===== src/core/gacc_pkg.sv =====
// Package of constants and carrier types for the gimbal angle counter block
package gacc_pkg;
   // ---------------------------------------------------------------
   // Channel layout
   // ---------------------------------------------------------------
   localparam int NUM_CH = 5;
   localparam int NUM_GIMBAL = 3;
   localparam int RC_W = 16;
   localparam int ERR_W = 15;
   localparam int COARSE_LSB = 9;
   localparam int FINE_W = 11;
   localparam int THIRD_STAGE = 2;

   // ---------------------------------------------------------------
   // Scaling, tenths of an arc second
   // ---------------------------------------------------------------
   localparam int STEP_ARCSEC_X10 = 198;
   localparam int PULSE_ARCSEC_X10 = 396;
   localparam int CMD_ARCSEC_X10 = 1582;

   // ---------------------------------------------------------------
   // Stepping rates and derived cycle counts
   // ---------------------------------------------------------------
   localparam int CLK_HZ = 40_000_000;
   localparam int RATE_SLOW_PPS = 800;
   localparam int RATE_MID_PPS = 6_400;
   localparam int RATE_FAST_PPS = 12_800;
   localparam logic [15:0] SLOW_CYC = 16'(CLK_HZ / RATE_SLOW_PPS);
   localparam logic [15:0] MID_CYC = 16'(CLK_HZ / RATE_MID_PPS);
   localparam logic [15:0] FAST_CYC = 16'(CLK_HZ / RATE_FAST_PPS);

   // ---------------------------------------------------------------
   // Reset values
   // ---------------------------------------------------------------
   localparam logic [RC_W-1:0] RC_RST = 16'h0000;
   localparam logic [15:0] DIV_RST = 16'h0000;
   localparam logic [ERR_W-1:0] ERR_RST = 15'h0000;

   // Error magnitude band reported by the analog detector
   typedef enum logic [1:0] {RATE_SLOW, RATE_MID, RATE_FAST} gacc_rate_type;

   // Error detector sense lines of one channel
   typedef struct packed {
      logic count_down;
      logic nulled;
      gacc_rate_type band;
   } gacc_sense_type;

   // Ladder decoder drive of one channel, magnitude plus sign
   typedef struct packed {
      logic negative;
      logic [ERR_W-2:0] magnitude;
   } gacc_ladder_type;
endpackage : gacc_pkg


===== src/core/gacc_top.sv =====
// Digital counting logic of the coupling_data_unit angle channels
//
// Operation
// - Sixteen-stage up/down read counter per channel
// - Error phase sets direction; nulled error holds
// - Steps at 800, 6400 or 12800 pps
// - Each read counter step is 19.8 arcsec
// - Computer pulses from least stage, 39.6 arcsec
// - Counting resumes whenever the angle moves again
// - Coarse ladder in 2.81 degree steps
// - Coarse and fine selections from one counter
// - Five channels; role depends on mode
// - Signed command pulses accumulate in error counter
// - Error counter drives ladder as magnitude, sign
// - Coarse align: third stage toggles null gimbal error
// - Display use: error held until counted back
// - Zero command clears and blocks read counters
`timescale 1ns/1ps
module gacc_top #(
   parameter logic [15:0] SLOW_CYC = gacc_pkg::SLOW_CYC,
   parameter logic [15:0] MID_CYC = gacc_pkg::MID_CYC,
   parameter logic [15:0] FAST_CYC = gacc_pkg::FAST_CYC
) (
   input wire logic clk,
   input wire logic rst,
   input wire gacc_pkg::gacc_sense_type [gacc_pkg::NUM_CH-1:0] sense,
   input wire logic counter_zero_cmd,
   input wire logic err_cnt_enable,
   input wire logic coarse_align,
   input wire logic [gacc_pkg::NUM_CH-1:0] cmd_plus,
   input wire logic [gacc_pkg::NUM_CH-1:0] cmd_minus,
   output logic [gacc_pkg::NUM_CH-1:0] ang_inc_ff,
   output logic [gacc_pkg::NUM_CH-1:0] ang_dec_ff,
   output logic [gacc_pkg::NUM_CH-1:0][gacc_pkg::RC_W-1:0] read_count_ff,
   output logic [gacc_pkg::NUM_CH-1:0][6:0] coarse_sel_ff,
   output logic [gacc_pkg::NUM_CH-1:0][gacc_pkg::FINE_W-1:0] fine_sel_ff,
   output gacc_pkg::gacc_ladder_type [gacc_pkg::NUM_CH-1:0] ladder_ff
);
   // ---------------------------------------------------------------
   // Helpers
   // ---------------------------------------------------------------
   // Period in cycles for the band the detector reports
   function automatic logic [15:0] gacc_period(input gacc_pkg::gacc_rate_type band);
      logic [15:0] per;
      per = FAST_CYC;
      case (band)
         gacc_pkg::RATE_SLOW: per = SLOW_CYC;
         gacc_pkg::RATE_MID: per = MID_CYC;
         default: per = FAST_CYC;
      endcase
      return per;
   endfunction : gacc_period

   // Magnitude of a two's complement error count
   function automatic logic [gacc_pkg::ERR_W-2:0] gacc_abs(input logic [gacc_pkg::ERR_W-1:0] v);
      logic [gacc_pkg::ERR_W-1:0] a;
      a = v[gacc_pkg::ERR_W-1] ? (~v + 15'h0001) : v;
      return a[gacc_pkg::ERR_W-2:0];
   endfunction : gacc_abs

   // ---------------------------------------------------------------
   // State
   // ---------------------------------------------------------------
   gacc_pkg::gacc_sense_type [gacc_pkg::NUM_CH-1:0] sense_s1_ff;
   gacc_pkg::gacc_sense_type [gacc_pkg::NUM_CH-1:0] sense_s2_ff;
   logic [gacc_pkg::NUM_CH-1:0][15:0] div_ff;
   logic [gacc_pkg::NUM_CH-1:0][gacc_pkg::ERR_W-1:0] err_ff;
   logic [gacc_pkg::NUM_CH-1:0][15:0] nxt_div;
   logic [gacc_pkg::NUM_CH-1:0][gacc_pkg::RC_W-1:0] nxt_rc;
   logic [gacc_pkg::NUM_CH-1:0][gacc_pkg::ERR_W-1:0] nxt_err;
   logic [gacc_pkg::NUM_CH-1:0] nxt_inc;
   logic [gacc_pkg::NUM_CH-1:0] nxt_dec;
   logic [gacc_pkg::NUM_CH-1:0] step;
   logic [gacc_pkg::NUM_CH-1:0] third_tog;
   logic [gacc_pkg::NUM_CH-1:0] coarse_pull;
   logic coarse_mode;
   logic [gacc_pkg::NUM_CH-1:0][6:0] nxt_coarse_sel;
   logic [gacc_pkg::NUM_CH-1:0][gacc_pkg::FINE_W-1:0] nxt_fine_sel;
   gacc_pkg::gacc_ladder_type [gacc_pkg::NUM_CH-1:0] nxt_ladder;

   // ---------------------------------------------------------------
   // Next-state logic for all channels
   // ---------------------------------------------------------------
   always_comb begin
      logic [15:0] per;
      logic [gacc_pkg::ERR_W-1:0] e;
      per = FAST_CYC;
      e = gacc_pkg::ERR_RST;
      // Both discretes together; either alone leaves the counter as a display hold
      coarse_mode = err_cnt_enable && coarse_align;
      for (int c = 0; c < gacc_pkg::NUM_CH; c++) begin
         per = gacc_period(sense_s2_ff[c].band);
         step[c] = 1'b0;
         nxt_rc[c] = read_count_ff[c];
         nxt_inc[c] = 1'b0;
         nxt_dec[c] = 1'b0;
         // Rate divider; held cleared at null or under zeroing
         if (counter_zero_cmd || sense_s2_ff[c].nulled) begin
            nxt_div[c] = gacc_pkg::DIV_RST;
         end else if (div_ff[c] >= per - 16'h0001) begin
            // The >= catches a band change to a faster rate mid-count
            nxt_div[c] = gacc_pkg::DIV_RST;
            step[c] = 1'b1;
         end else begin
            nxt_div[c] = div_ff[c] + 16'h0001;
         end
         // One step is one least stage, 19.8 arcsec; wraps over a full turn
         if (counter_zero_cmd) begin
            nxt_rc[c] = gacc_pkg::RC_RST;
         end else if (step[c] && sense_s2_ff[c].count_down) begin
            nxt_rc[c] = read_count_ff[c] - 16'h0001;
            nxt_dec[c] = ~read_count_ff[c][0];
         end else if (step[c]) begin
            nxt_rc[c] = read_count_ff[c] + 16'h0001;
            nxt_inc[c] = read_count_ff[c][0];
         end
         third_tog[c] = step[c] && (nxt_rc[c][gacc_pkg::THIRD_STAGE]
            != read_count_ff[c][gacc_pkg::THIRD_STAGE]);
         // Only gimbal channels servo their error counter toward zero
         coarse_pull[c] = coarse_mode && (c < gacc_pkg::NUM_GIMBAL) && third_tog[c]
            && (err_ff[c] != gacc_pkg::ERR_RST);
         e = err_ff[c];
         // Opposite commands in one cycle cancel; counts wrap, no saturation
         if (err_cnt_enable && cmd_plus[c] && !cmd_minus[c]) begin
            e = e + 15'h0001;
         end else if (err_cnt_enable && cmd_minus[c] && !cmd_plus[c]) begin
            e = e - 15'h0001;
         end
         if (coarse_pull[c] && err_ff[c][gacc_pkg::ERR_W-1]) begin
            e = e + 15'h0001;
         end else if (coarse_pull[c]) begin
            e = e - 15'h0001;
         end
         nxt_err[c] = e;
         // Taken from the new counts so the ladders move at the same edge as the counters
         nxt_coarse_sel[c] = nxt_rc[c][gacc_pkg::RC_W-1:gacc_pkg::COARSE_LSB];
         nxt_fine_sel[c] = nxt_rc[c][gacc_pkg::FINE_W-1:0];
         nxt_ladder[c].negative = e[gacc_pkg::ERR_W-1];
         nxt_ladder[c].magnitude = gacc_abs(e);
      end
   end

   // ---------------------------------------------------------------
   // Registers
   // ---------------------------------------------------------------
   // Detector lines are analog-side levels, so two flops before use
   always_ff @(posedge clk or posedge rst) begin
      if (rst) begin
         sense_s1_ff <= '0;
         sense_s2_ff <= '0;
         div_ff <= '0;
         err_ff <= '0;
         read_count_ff <= '0;
         coarse_sel_ff <= '0;
         fine_sel_ff <= '0;
         ladder_ff <= '0;
         ang_inc_ff <= '0;
         ang_dec_ff <= '0;
      end else begin
         sense_s1_ff <= sense;
         sense_s2_ff <= sense_s1_ff;
         div_ff <= nxt_div;
         err_ff <= nxt_err;
         read_count_ff <= nxt_rc;
         ang_inc_ff <= nxt_inc;
         ang_dec_ff <= nxt_dec;
         coarse_sel_ff <= nxt_coarse_sel;
         fine_sel_ff <= nxt_fine_sel;
         ladder_ff <= nxt_ladder;
      end
   end

   // ---------------------------------------------------------------
   // Checks, per channel
   // ---------------------------------------------------------------
   for (genvar g = 0; g < gacc_pkg::NUM_CH; g++) begin : g_chk
      chk_zero_clears: assert property (@(posedge clk) disable iff (rst)
         counter_zero_cmd |=> read_count_ff[g] == gacc_pkg::RC_RST && !ang_inc_ff[g]
            && !ang_dec_ff[g])
         else $error("read counter not cleared by zero command");
      chk_null_holds: assert property (@(posedge clk) disable iff (rst)
         sense_s2_ff[g].nulled && !counter_zero_cmd |=> $stable(read_count_ff[g]))
         else $error("read counter moved while nulled");
      chk_step_dir: assert property (@(posedge clk) disable iff (rst)
         step[g] && !counter_zero_cmd |=> read_count_ff[g] ==
            ($past(sense_s2_ff[g].count_down) ? $past(read_count_ff[g]) - 16'h0001
            : $past(read_count_ff[g]) + 16'h0001))
         else $error("read counter step wrong");
      chk_rate_period: assert property (@(posedge clk) disable iff (rst)
         step[g] |-> !sense_s2_ff[g].nulled && div_ff[g] >= gacc_period(sense_s2_ff[g].band) - 16'h0001
            && $past(div_ff[g]) == div_ff[g] - 16'h0001)
         else $error("step outside its rate period");
      chk_inc_pulse: assert property (@(posedge clk) disable iff (rst)
         ang_inc_ff[g] |-> read_count_ff[g][0] == 1'b0 && $past(step[g])
            && !$past(sense_s2_ff[g].count_down))
         else $error("increment pulse without carry out of least stage");
      chk_one_strobe: assert property (@(posedge clk) disable iff (rst)
         (ang_inc_ff[g] || ang_dec_ff[g]) |-> !(ang_inc_ff[g] && ang_dec_ff[g])
            ##1 (!ang_inc_ff[g] && !ang_dec_ff[g]))
         else $error("angle pulse longer than one cycle");
      chk_retain_err: assert property (@(posedge clk) disable iff (rst)
         !coarse_pull[g] && !(err_cnt_enable && (cmd_plus[g] ^ cmd_minus[g]))
            |=> $stable(err_ff[g]) ##1 ladder_ff[g].magnitude == gacc_abs(err_ff[g]))
         else $error("error counter drifted without input");
      chk_cmd_accum: assert property (@(posedge clk) disable iff (rst)
         err_cnt_enable && cmd_plus[g] && !cmd_minus[g] && !coarse_pull[g]
            |=> err_ff[g] == $past(err_ff[g]) + 15'h0001)
         else $error("plus command not accumulated");
      chk_coarse_pull: assert property (@(posedge clk) disable iff (rst)
         coarse_pull[g] && !cmd_plus[g] && !cmd_minus[g] && !err_ff[g][gacc_pkg::ERR_W-1]
            |=> err_ff[g] == $past(err_ff[g]) - 15'h0001)
         else $error("coarse align did not pull error toward zero");
      chk_ladder_sign: assert property (@(posedge clk) disable iff (rst)
         ##1 ladder_ff[g].negative == err_ff[g][gacc_pkg::ERR_W-1])
         else $error("ladder sign does not follow error count");
      chk_coarse_sel: assert property (@(posedge clk) disable iff (rst)
         ##1 coarse_sel_ff[g] == read_count_ff[g][gacc_pkg::RC_W-1:gacc_pkg::COARSE_LSB]
            && fine_sel_ff[g] == read_count_ff[g][gacc_pkg::FINE_W-1:0])
         else $error("ladder selections not taken from read counter");
   end
endmodule : gacc_top


===== config.mk =====
export PLATFORM = sky130hd
export DESIGN_NAME = gacc_top
export DESIGN_NICKNAME = d
export VERILOG_FILES = /design/src/core/gacc_pkg.sv /design/src/core/gacc_top.sv
export SDC_FILE = /design/constraint.sdc
export NUM_CORES = 1
export LEC_CHECK = 0
export BUFFER_PORTS_ARGS = -buffer_cell sky130_fd_sc_hd__clkbuf_2
export CORE_ASPECT_RATIO = 0.9
export CORE_MARGIN = 2
export CORE_UTILIZATION = 64
export CTS_CLUSTER_DIAMETER = 120
export DETAILED_ROUTE_END_ITERATION = 16
export GPL_TIMING_DRIVEN = 0
export HOLD_SLACK_MARGIN = 0.02
export PLACE_DENSITY_LB_ADDON = 0.12
export SLEW_MARGIN = 20
export SYNTH_ARGS = -nofsm -noshare
export SYNTH_HDL_FRONTEND = slang
export SYNTH_SLANG_ARGS = --single-unit

===== constraint.sdc =====
create_clock -name clk -period 42.4 [get_ports clk]
set_input_delay 12.72 -clock clk [delete_from_list [all_inputs] [get_ports clk]]
set_output_delay 12.72 -clock clk [all_outputs]
set_load 0.01 [all_outputs]

==> flow_metrics.py, run 1 <==
metrics = {
    "status": {
        "status": "finished clean",
    },
    "clock_network": {
        "cts_resized": 0,
        "cts_tree": "done",
        "htree_num_levels": 2,
        "postCtsHoldBufs": 0,
        "cts.sinks": 350,
        "insertion_delay_ns": 0.56,
        "path_clk_slew_ns": 0.06,
        "root_buffer": "clkbuf_16",
        "ctsLongestPathBuffers": 3,
        "cts_inserted_buffers": 39,
        "post_cts_buffers": 0,
    },
    "global_routing": {
        "antenna_found_initial": 2,
        "grt_pass1_wl_mm": 97.21,
        "grt_pass1_vias": 19406,
        "globalRouteTotalUtil_pct": 32.28,
        "grt.overflow.total": 0,
        "grt_max_degree": 110,
    },
    "sta": {
        "fin_crit_ns": 16.61,
        "fin_tns_setup_ns": 0,
        "finalSetupViolCount": 0,
        "slew_violations": 0,
        "tightestPinTransition_ns": 1.116,
        "fin_crit_sh_pct": 39.17,
        "finClkSkew_ns": 0.01405,
        "rsz0062_at_grt": "no",
        "hold_slack_ns": 0.3461,
        "fmax_mhz": 60.21,
        "hold_viol_final": 0,
        "maxSlewHeadroom_pct": 24.85,
    },
    "place": {
        "routabilityCongestion": 0.9393,
        "dp_hpwl_mm": 44.25,
        "port_buffers": 287,
    },
    "die": {
        "start_util_pct": 64.63,
        "die_w_um": 201.9,
        "core_um2": 34890,
        "ios": 290,
        "dieArea_um2": 36750,
        "row_count": 65,
        "die_y_um": 182.1,
    },
    "logic_synthesis": {
        "yosysTopAreaCell": "dfrtp_1",
        "yosysWarnings": 0,
        "async_flop_share_pct": 100.0,
        "syn-mean-instance-area_um2": 9.070,
        "synth.cell_area_um2": 22550,
        "synthFlopType": "dfrtp_1",
        "syn_inst": 2486,
        "synth_enable_flop_cells": 0,
        "ys_seq_elements": 350,
        "post-synth-top-count-cell": "dfrtp_1",
        "ys_seq_area_share_pct": 38.84,
        "yosysUniqueCellTypes": 90,
        "synth_area_leaders": "dfrtp_1, ha_1, xnor2_1, xor2_1, nor2_1",
        "synth_top_area_share_pct": 38.84,
        "synth_common_cells": "dfrtp_1, nor2_1, nand2_1",
    },
    "drt": {
        "drc": 0,
        "drtPass1Iterations": 7,
        "finalWirelength_mm": 59.35,
        "postRouteAntennaNets": 0,
        "post_drt_wl_per_cell_um": 17.85,
        "vias_per_cell": 6.094,
        "vias": 20264,
        "drt_iter0_markers": 1772,
    },
    "worst_setup_path": {
        "slowest_stage": "nor4_1",
        "end_kind": "register",
        "cp_num_buf_inv": 6,
        "ff2ff_path_depth": 19,
        "ff2ff_setup_slack_ns": 36.91,
        "crit_top_cell": "buf_4",
        "worstSetupPathType": "input pin to register",
        "cp_max_fo": 10,
        "cp.required_ns": 42.82,
        "r2r_end": "ladder_ff[42]",
        "r2r-start": "sense_s2_ff[9]",
        "start_kind": "input pin",
        "cp_data_arrival_time_ns": 17.02,
        "slowest_delay_ns": 0.68,
        "critPathTopFamily": "simple AND/OR/NAND/NOR gates",
        "path_cells": "clkbuf_2, buf_4, buf_4, buf_4, buf_2, nand2_1, or2_2, a211oi_1, buf_2, o21ai_0, xnor2_1, nand3b_1, nor4_1, a41oi_1, xor2_1",
    },
    "hold_path": {
        "timing.hold.worst.class": "register to register",
        "whs_endpoint": "sense_s2_ff[4]",
        "hp-start": "sense_s1_ff[4]",
        "holdPathStages": 0,
    },
    "final_layout": {
        "nNetsFinal": 2981,
        "area_growth_syn_to_layout_pct": 14.99,
        "drive_above_1_share_pct": 18.00,
        "multi_input_area_um2": 12350,
        "seq_area_um2": 8758,
        "n_fill_cell": 2528,
    },
    "pwr": {
        "powerDensity_nw_per_um2": 46.60,
        "power_w": 0.001208,
        "leakagePower_nw": 12.31,
        "vdd_ir_drop_max_mv": 0.04069,
    },
    "flow_run": {
        "drv_cap": 0,
    },
}
[state kept, by name (all words and copies together), names as in the netlist]
register	count
coarse_sel_ff	30
fine_sel_ff	50
err_ff	75
ang_inc_ff	5
div_ff	80
sense_s1_ff	20
ladder_ff	65
sense_s2_ff	20
ang_dec_ff	5
[cell usage in the layout, fill, tap and decap left out, types with 16 or more instances in the layout]
| master | synthesis | routed |
|---|---|---|
| a211oi_1 | 16 | 16 |
| a21o_1 | 19 | 19 |
| a21oi_1 | 114 | 114 |
| a31oi_1 | 31 | 31 |
| and2_1 | 26 | 26 |
| and3_1 | 55 | 55 |
| and4_1 | 17 | 17 |
| buf_4 | 103 | 103 |
| clkbuf_1 | 68 | 75 |
| clkbuf_16 | 0 | 39 |
| clkbuf_2 | 0 | 287 |
| dfrtp_1 | 350 | 350 |
| ha_1 | 120 | 120 |
| inv_1 | 105 | 104 |
| nand2_1 | 148 | 148 |
| nand2b_1 | 32 | 32 |
| nand3_1 | 92 | 92 |
| nand4_1 | 45 | 45 |
| nand4b_1 | 18 | 18 |
| nor2_1 | 238 | 238 |
| nor2b_1 | 30 | 30 |
| nor3_1 | 80 | 80 |
| nor4_1 | 43 | 43 |
| o21ai_0 | 103 | 103 |
| o31ai_1 | 43 | 43 |
| or2_2 | 23 | 23 |
| or3_1 | 59 | 59 |
| or4_1 | 23 | 23 |
| xnor2_1 | 142 | 142 |
| xor2_1 | 115 | 115 |
[worst reg2reg max path: cells and delay by family, from the launching register on]
family	cells	cell delay [ns]
adder cells (fa/ha/maj)	3	0.72
AO/OA/AOI/OAI	5	1.97
XOR/XNOR	1	0.17
flip-flops	1	0.40
AND/OR/NAND/NOR	5	1.19
buffers and inverters	5	0.92
[how the worst max path moves through the flow]
stage	start	to	slack (ns)	depth (start not counted)
6_report	err_cnt_enable	ladder_ff[28]	25.79	15
5_1_grt	err_cnt_enable	ladder_ff[42]	25.41	16
4_1_cts	err_cnt_enable	ladder_ff[27]	25.85	17
3_5_place_dp	err_cnt_enable	ladder_ff[28]	25.27	15
3_3_place_gp	rst	coarse_sel_ff[27]	16.55	2
2_1_floorplan	rst	ang_dec_ff[0]	19.97	1
[stage by stage]
stage | util [%] | cell area (µm²) | instances | setup slack (ns)
floorplan | - | 22580 | 2495 | 19.97
global placement | 70.53 | 24610 | 3251 | 16.55
detailed placement | 70.78 | 24700 | 3254 | 25.27
CTS | 74.31 | 25930 | 3324 | 25.85
global route | 74.32 | 25930 | 3325 | 25.41
finish | 74.32 | 25930 | 3325 | 25.79
[area by class of cell]
| type | count | area share (%) |
|---|---|---|
| Antenna cell | 1 | 0.009651 |
| Buffer | 179 | 4.136 |
| Clock buffer | 51 | 4.131 |
| Clock inverter | 19 | 0.6128 |
| Inverter | 106 | 1.563 |
| Multi-Input combinational cell | 1860 | 47.65 |
| Sequential cell | 350 | 33.78 |
| Tap cell | 469 | 2.263 |
| Timing Repair Buffer | 290 | 5.858 |
[per-layer routing]
metal	share of wire, %	wire length (µm)	GRT usage, %
met1	42	25040	43.32
met2	48	28310	53.69
met3	7.1	4216	4.536
met4	3.0	1775	12.00
met5	0	0	0
[cell families (layout without fill, tap and decap cells)]
logic type                 after synthesis  after routing  share of synthesized area, %
DFF                                    350            350                         38.84
and+or+nand+nor                        996            996                         23.81
buffers and inverters                  285            645                         6.520
adders and majority gates              120            120                         6.659
AOI/OAI and AO/OA                      460            460                         13.29
xor gates and xnor gates               257            257                         9.982
muxes                                   17             17                        0.8823
other                                    1             11                       0.01663
[where the power goes]
group | internal (W) | switching (W) | leakage [nW] | total, W
logic | 0.000166 | 0.000266 | 7.08 | 0.000432
registers | 0.000395 | 0.0000541 | 4.61 | 0.000449
clock network | 0.000191 | 0.000137 | 0.617 | 0.000328
Power figures use the tool's default switching activity.
==> run 2, diff against run 1 <==
Settings changed: ABC_AREA set to 1, CORE_UTILIZATION 64 to 60.
Clock period 42.4 ns to 15.49 ns, I/O delays scaled along.
==> flow_metrics.py, run 2 <==
metrics = {
    "die": {
        "core_um2": 39630,
        "die_w_um": 215.6,
        "row_count": 69,
        "die_y_um": 194.4,
        "start_util_pct": 61.01,
        "ios": 290,
        "dieArea_um2": 41920,
    },
    "sta": {
        "finClkSkew_ns": 0.02428,
        "finalSetupViolCount": 0,
        "slew_violations": 0,
        "tightestPinTransition_ns": 0.7150,
        "maxSlewHeadroom_pct": 52.34,
        "worst_slack_ns": 7.715,
        "fin_crit_ns": 7.775,
        "fin_tns_setup_ns": 0,
        "hold_viol_final": 0,
        "fmax_mhz": 128.6,
        "fin_crit_sh_pct": 50.19,
        "rsz0062_at_grt": "no",
    },
    "logic_synthesis": {
        "synth.cell_area_um2": 24180,
        "syn_inst": 3244,
        "syn-mean-instance-area_um2": 7.453,
        "synth_common_cells": "nand2_1, inv_1, dfrtp_1",
        "synth_top_area_share_pct": 36.22,
        "yosysUniqueCellTypes": 65,
        "yosysWarnings": 0,
        "async_flop_share_pct": 100.0,
        "ys_seq_elements": 350,
        "yosysTopAreaCell": "dfrtp_1",
        "synth_enable_flop_cells": 0,
        "ys_seq_area_share_pct": 36.22,
        "synthFlopType": "dfrtp_1",
        "post-synth-top-count-cell": "nand2_1",
        "synth_area_leaders": "dfrtp_1, nand2_1, inv_1, ha_1, xor2_1",
    },
    "worst_setup_path": {
        "slowest_stage": "clkinv_1",
        "cp.required_ns": 15.95,
        "slowest_delay_ns": 0.53,
        "crit_top_cell": "nand2_1",
        "cp_max_fo": 10,
        "cp_num_buf_inv": 7,
        "worstSetupPathType": "input pin to register",
        "cp_data_arrival_time_ns": 8.23,
        "start_kind": "input pin",
        "path_cells": "clkbuf_2, clkbuf_1, clkinv_1, nand2_1, inv_1, nand3_1, nand4_1, buf_2, o21ai_0, nand2_1, nand2_1, inv_1, ha_1, nand3_1, nor2_1, nand2_1, nand2_2, nand3_1, nand2_1, nand2_1, inv_1",
        "critPathTopFamily": "buffers and inverters",
        "ff2ff_setup_slack_ns": 10.56,
        "end_kind": "register",
    },
    "final_layout": {
        "final_cell_mix": "nand2_1, inv_1, dfrtp_1",
        "num_antenna_cells": 0,
        "fin_util_pct": 70.25,
        "fin_cells": 4152,
        "final_common_cell": "nand2_1",
        "n_fill_cell": 3259,
        "area_growth_syn_to_layout_pct": 15.14,
        "largest_reg_flops": 80,
        "largest-register": "div_ff",
        "nNetsFinal": 3743,
        "multi_input_area_um2": 12710,
        "drive_above_1_share_pct": 16.55,
        "seq_area_um2": 8758,
        "reg_top3": "div_ff x80, err_ff x75, ladder_ff x65",
    },
    "flow_run": {
        "drv_cap": 0,
    },
    "drt": {
        "drt_iter0_markers": 1787,
        "postRouteAntennaNets": 0,
        "vias": 22590,
        "drtPass1Iterations": 7,
        "drc": 0,
        "post_drt_wl_per_cell_um": 15.11,
        "finalWirelength_mm": 62.74,
        "vias_per_cell": 5.441,
    },
    "place": {
        "place_ws_ns": 7.164,
        "dp_hpwl_mm": 47.84,
        "routabilityCongestion": 0.9354,
        "numPlacedInstances": 4078,
        "port_buffers": 289,
    },
    "clock_network": {
        "cts_tree": "done",
        "post_cts_buffers": 0,
        "cts_resized": 0,
        "path_clk_slew_ns": 0.07,
        "insertion_delay_ns": 0.58,
        "cts.sinks": 350,
        "cts_inserted_buffers": 40,
        "postCtsHoldBufs": 0,
        "root_buffer": "clkbuf_16",
        "ctsLongestPathBuffers": 3,
        "htree_num_levels": 2,
    },
    "global_routing": {
        "antenna_found_initial": 1,
        "grt_max_degree": 82,
        "grt_pass1_wl_mm": 103.6,
        "grt.overflow.total": 0,
        "grt_pass1_vias": 21409,
        "globalRouteTotalUtil_pct": 29.69,
    },
    "pwr": {
        "powerDensity_nw_per_um2": 111.8,
        "vdd_ir_drop_max_mv": 0.1348,
        "leakagePower_nw": 14.32,
    },
    "status": {
        "status": "finished clean",
    },
    "hold_path": {
        "timing.hold.worst.class": "register to register",
    },
}
==> run 2: cell count changes after synthesis, moves of 48 or more <==
cell     previous run  this run
or3_1              59         0
xnor2_1           142        40
o21ai_0           103       154
nand2_1           148       672
nand3_1            92       264
nor2_1            238       341
inv_1             105       437
and3_1             55         7
==> run 2: power breakdown <==
group          switching, W  total (W)  internal, W
Sequential         0.000106    0.00115      0.00104
Combinational      0.000654   0.000969     0.000316
Clock              0.000397   0.000993     0.000596
Total               0.00116    0.00311      0.00195
==> run 2: layer usage <==
metal / share of wire (%) / GRT usage (%) / vias up / routed length (µm)
li1: - / - / 11145 / -
met1: 44 / 39.24 / 10640 / 27440
met2: 48 / 50.84 / 722 / 29990
met3: 6.2 / 3.850 / 83 / 3908
met4: 2.2 / 9.221 / 0 / 1411
met5: 0 / 0 / - / 0
==> run 2: through the flow <==
stage                     total power, W  hold slack (ns)  instance area, µm²
final                           0.003111           0.3366               27840
after global routing            0.003304           0.3493               27840
after CTS                       0.003119           0.3408               27840
after detailed placement        0.002113           0.3372               26440
after global placement          0.002077           0.3326               26320
after floorplan                 0.001846           0.3312               24210
==> run 2: cell families (layout without fill, tap and decap cells) <==
| kind of cell | Yosys count | count (layout) | synth area share (%) |
|---|---|---|---|
| adders and majority gates | 120 | 120 | 6.210 |
| buffers and inverters | 614 | 981 | 11.33 |
| AOI/OAI and AO/OA | 364 | 364 | 8.927 |
| DFF | 350 | 350 | 36.22 |
| other | 1 | 10 | 0.01551 |
| xor gates and xnor gates | 202 | 202 | 7.581 |
| muxes | 3 | 3 | 0.1242 |
| and+or+nand+nor | 1590 | 1590 | 29.58 |
==> run 2: path summary, 6_finish.rpt <==
check	from	cells after the start	end
max	counter_zero_cmd	21	ladder_ff[25]
min	sense_s1_ff[14]	0	sense_s2_ff[14]
max reg2reg	sense_s2_ff[4]	31	ladder_ff[25]
min reg2reg	sense_s1_ff[14]	0	sense_s2_ff[14]
max in group asynchronous	rst	5	err_ff[42]
min in group asynchronous	rst	2	div_ff[18]
==> run 2: layout make-up <==
cell class	instances	area share (%)
inverter	464	6.283
tap	532	2.391
timing repair buffer	293	5.591
multi-input combinational	2289	45.67
buffer	150	3.587
clock buffer	56	4.324
sequential	350	31.46
clock inverter	18	0.6922
==> run 2: worst register-to-register path: cells and delay by family (launching register included) <==
kind	cells	cell delay (ns)
DFF	1	0.39
adders and majority gates	3	0.84
buffers and inverters	4	0.73
and+or+nand+nor	23	2.70
AOI/OAI and AO/OA	1	0.18
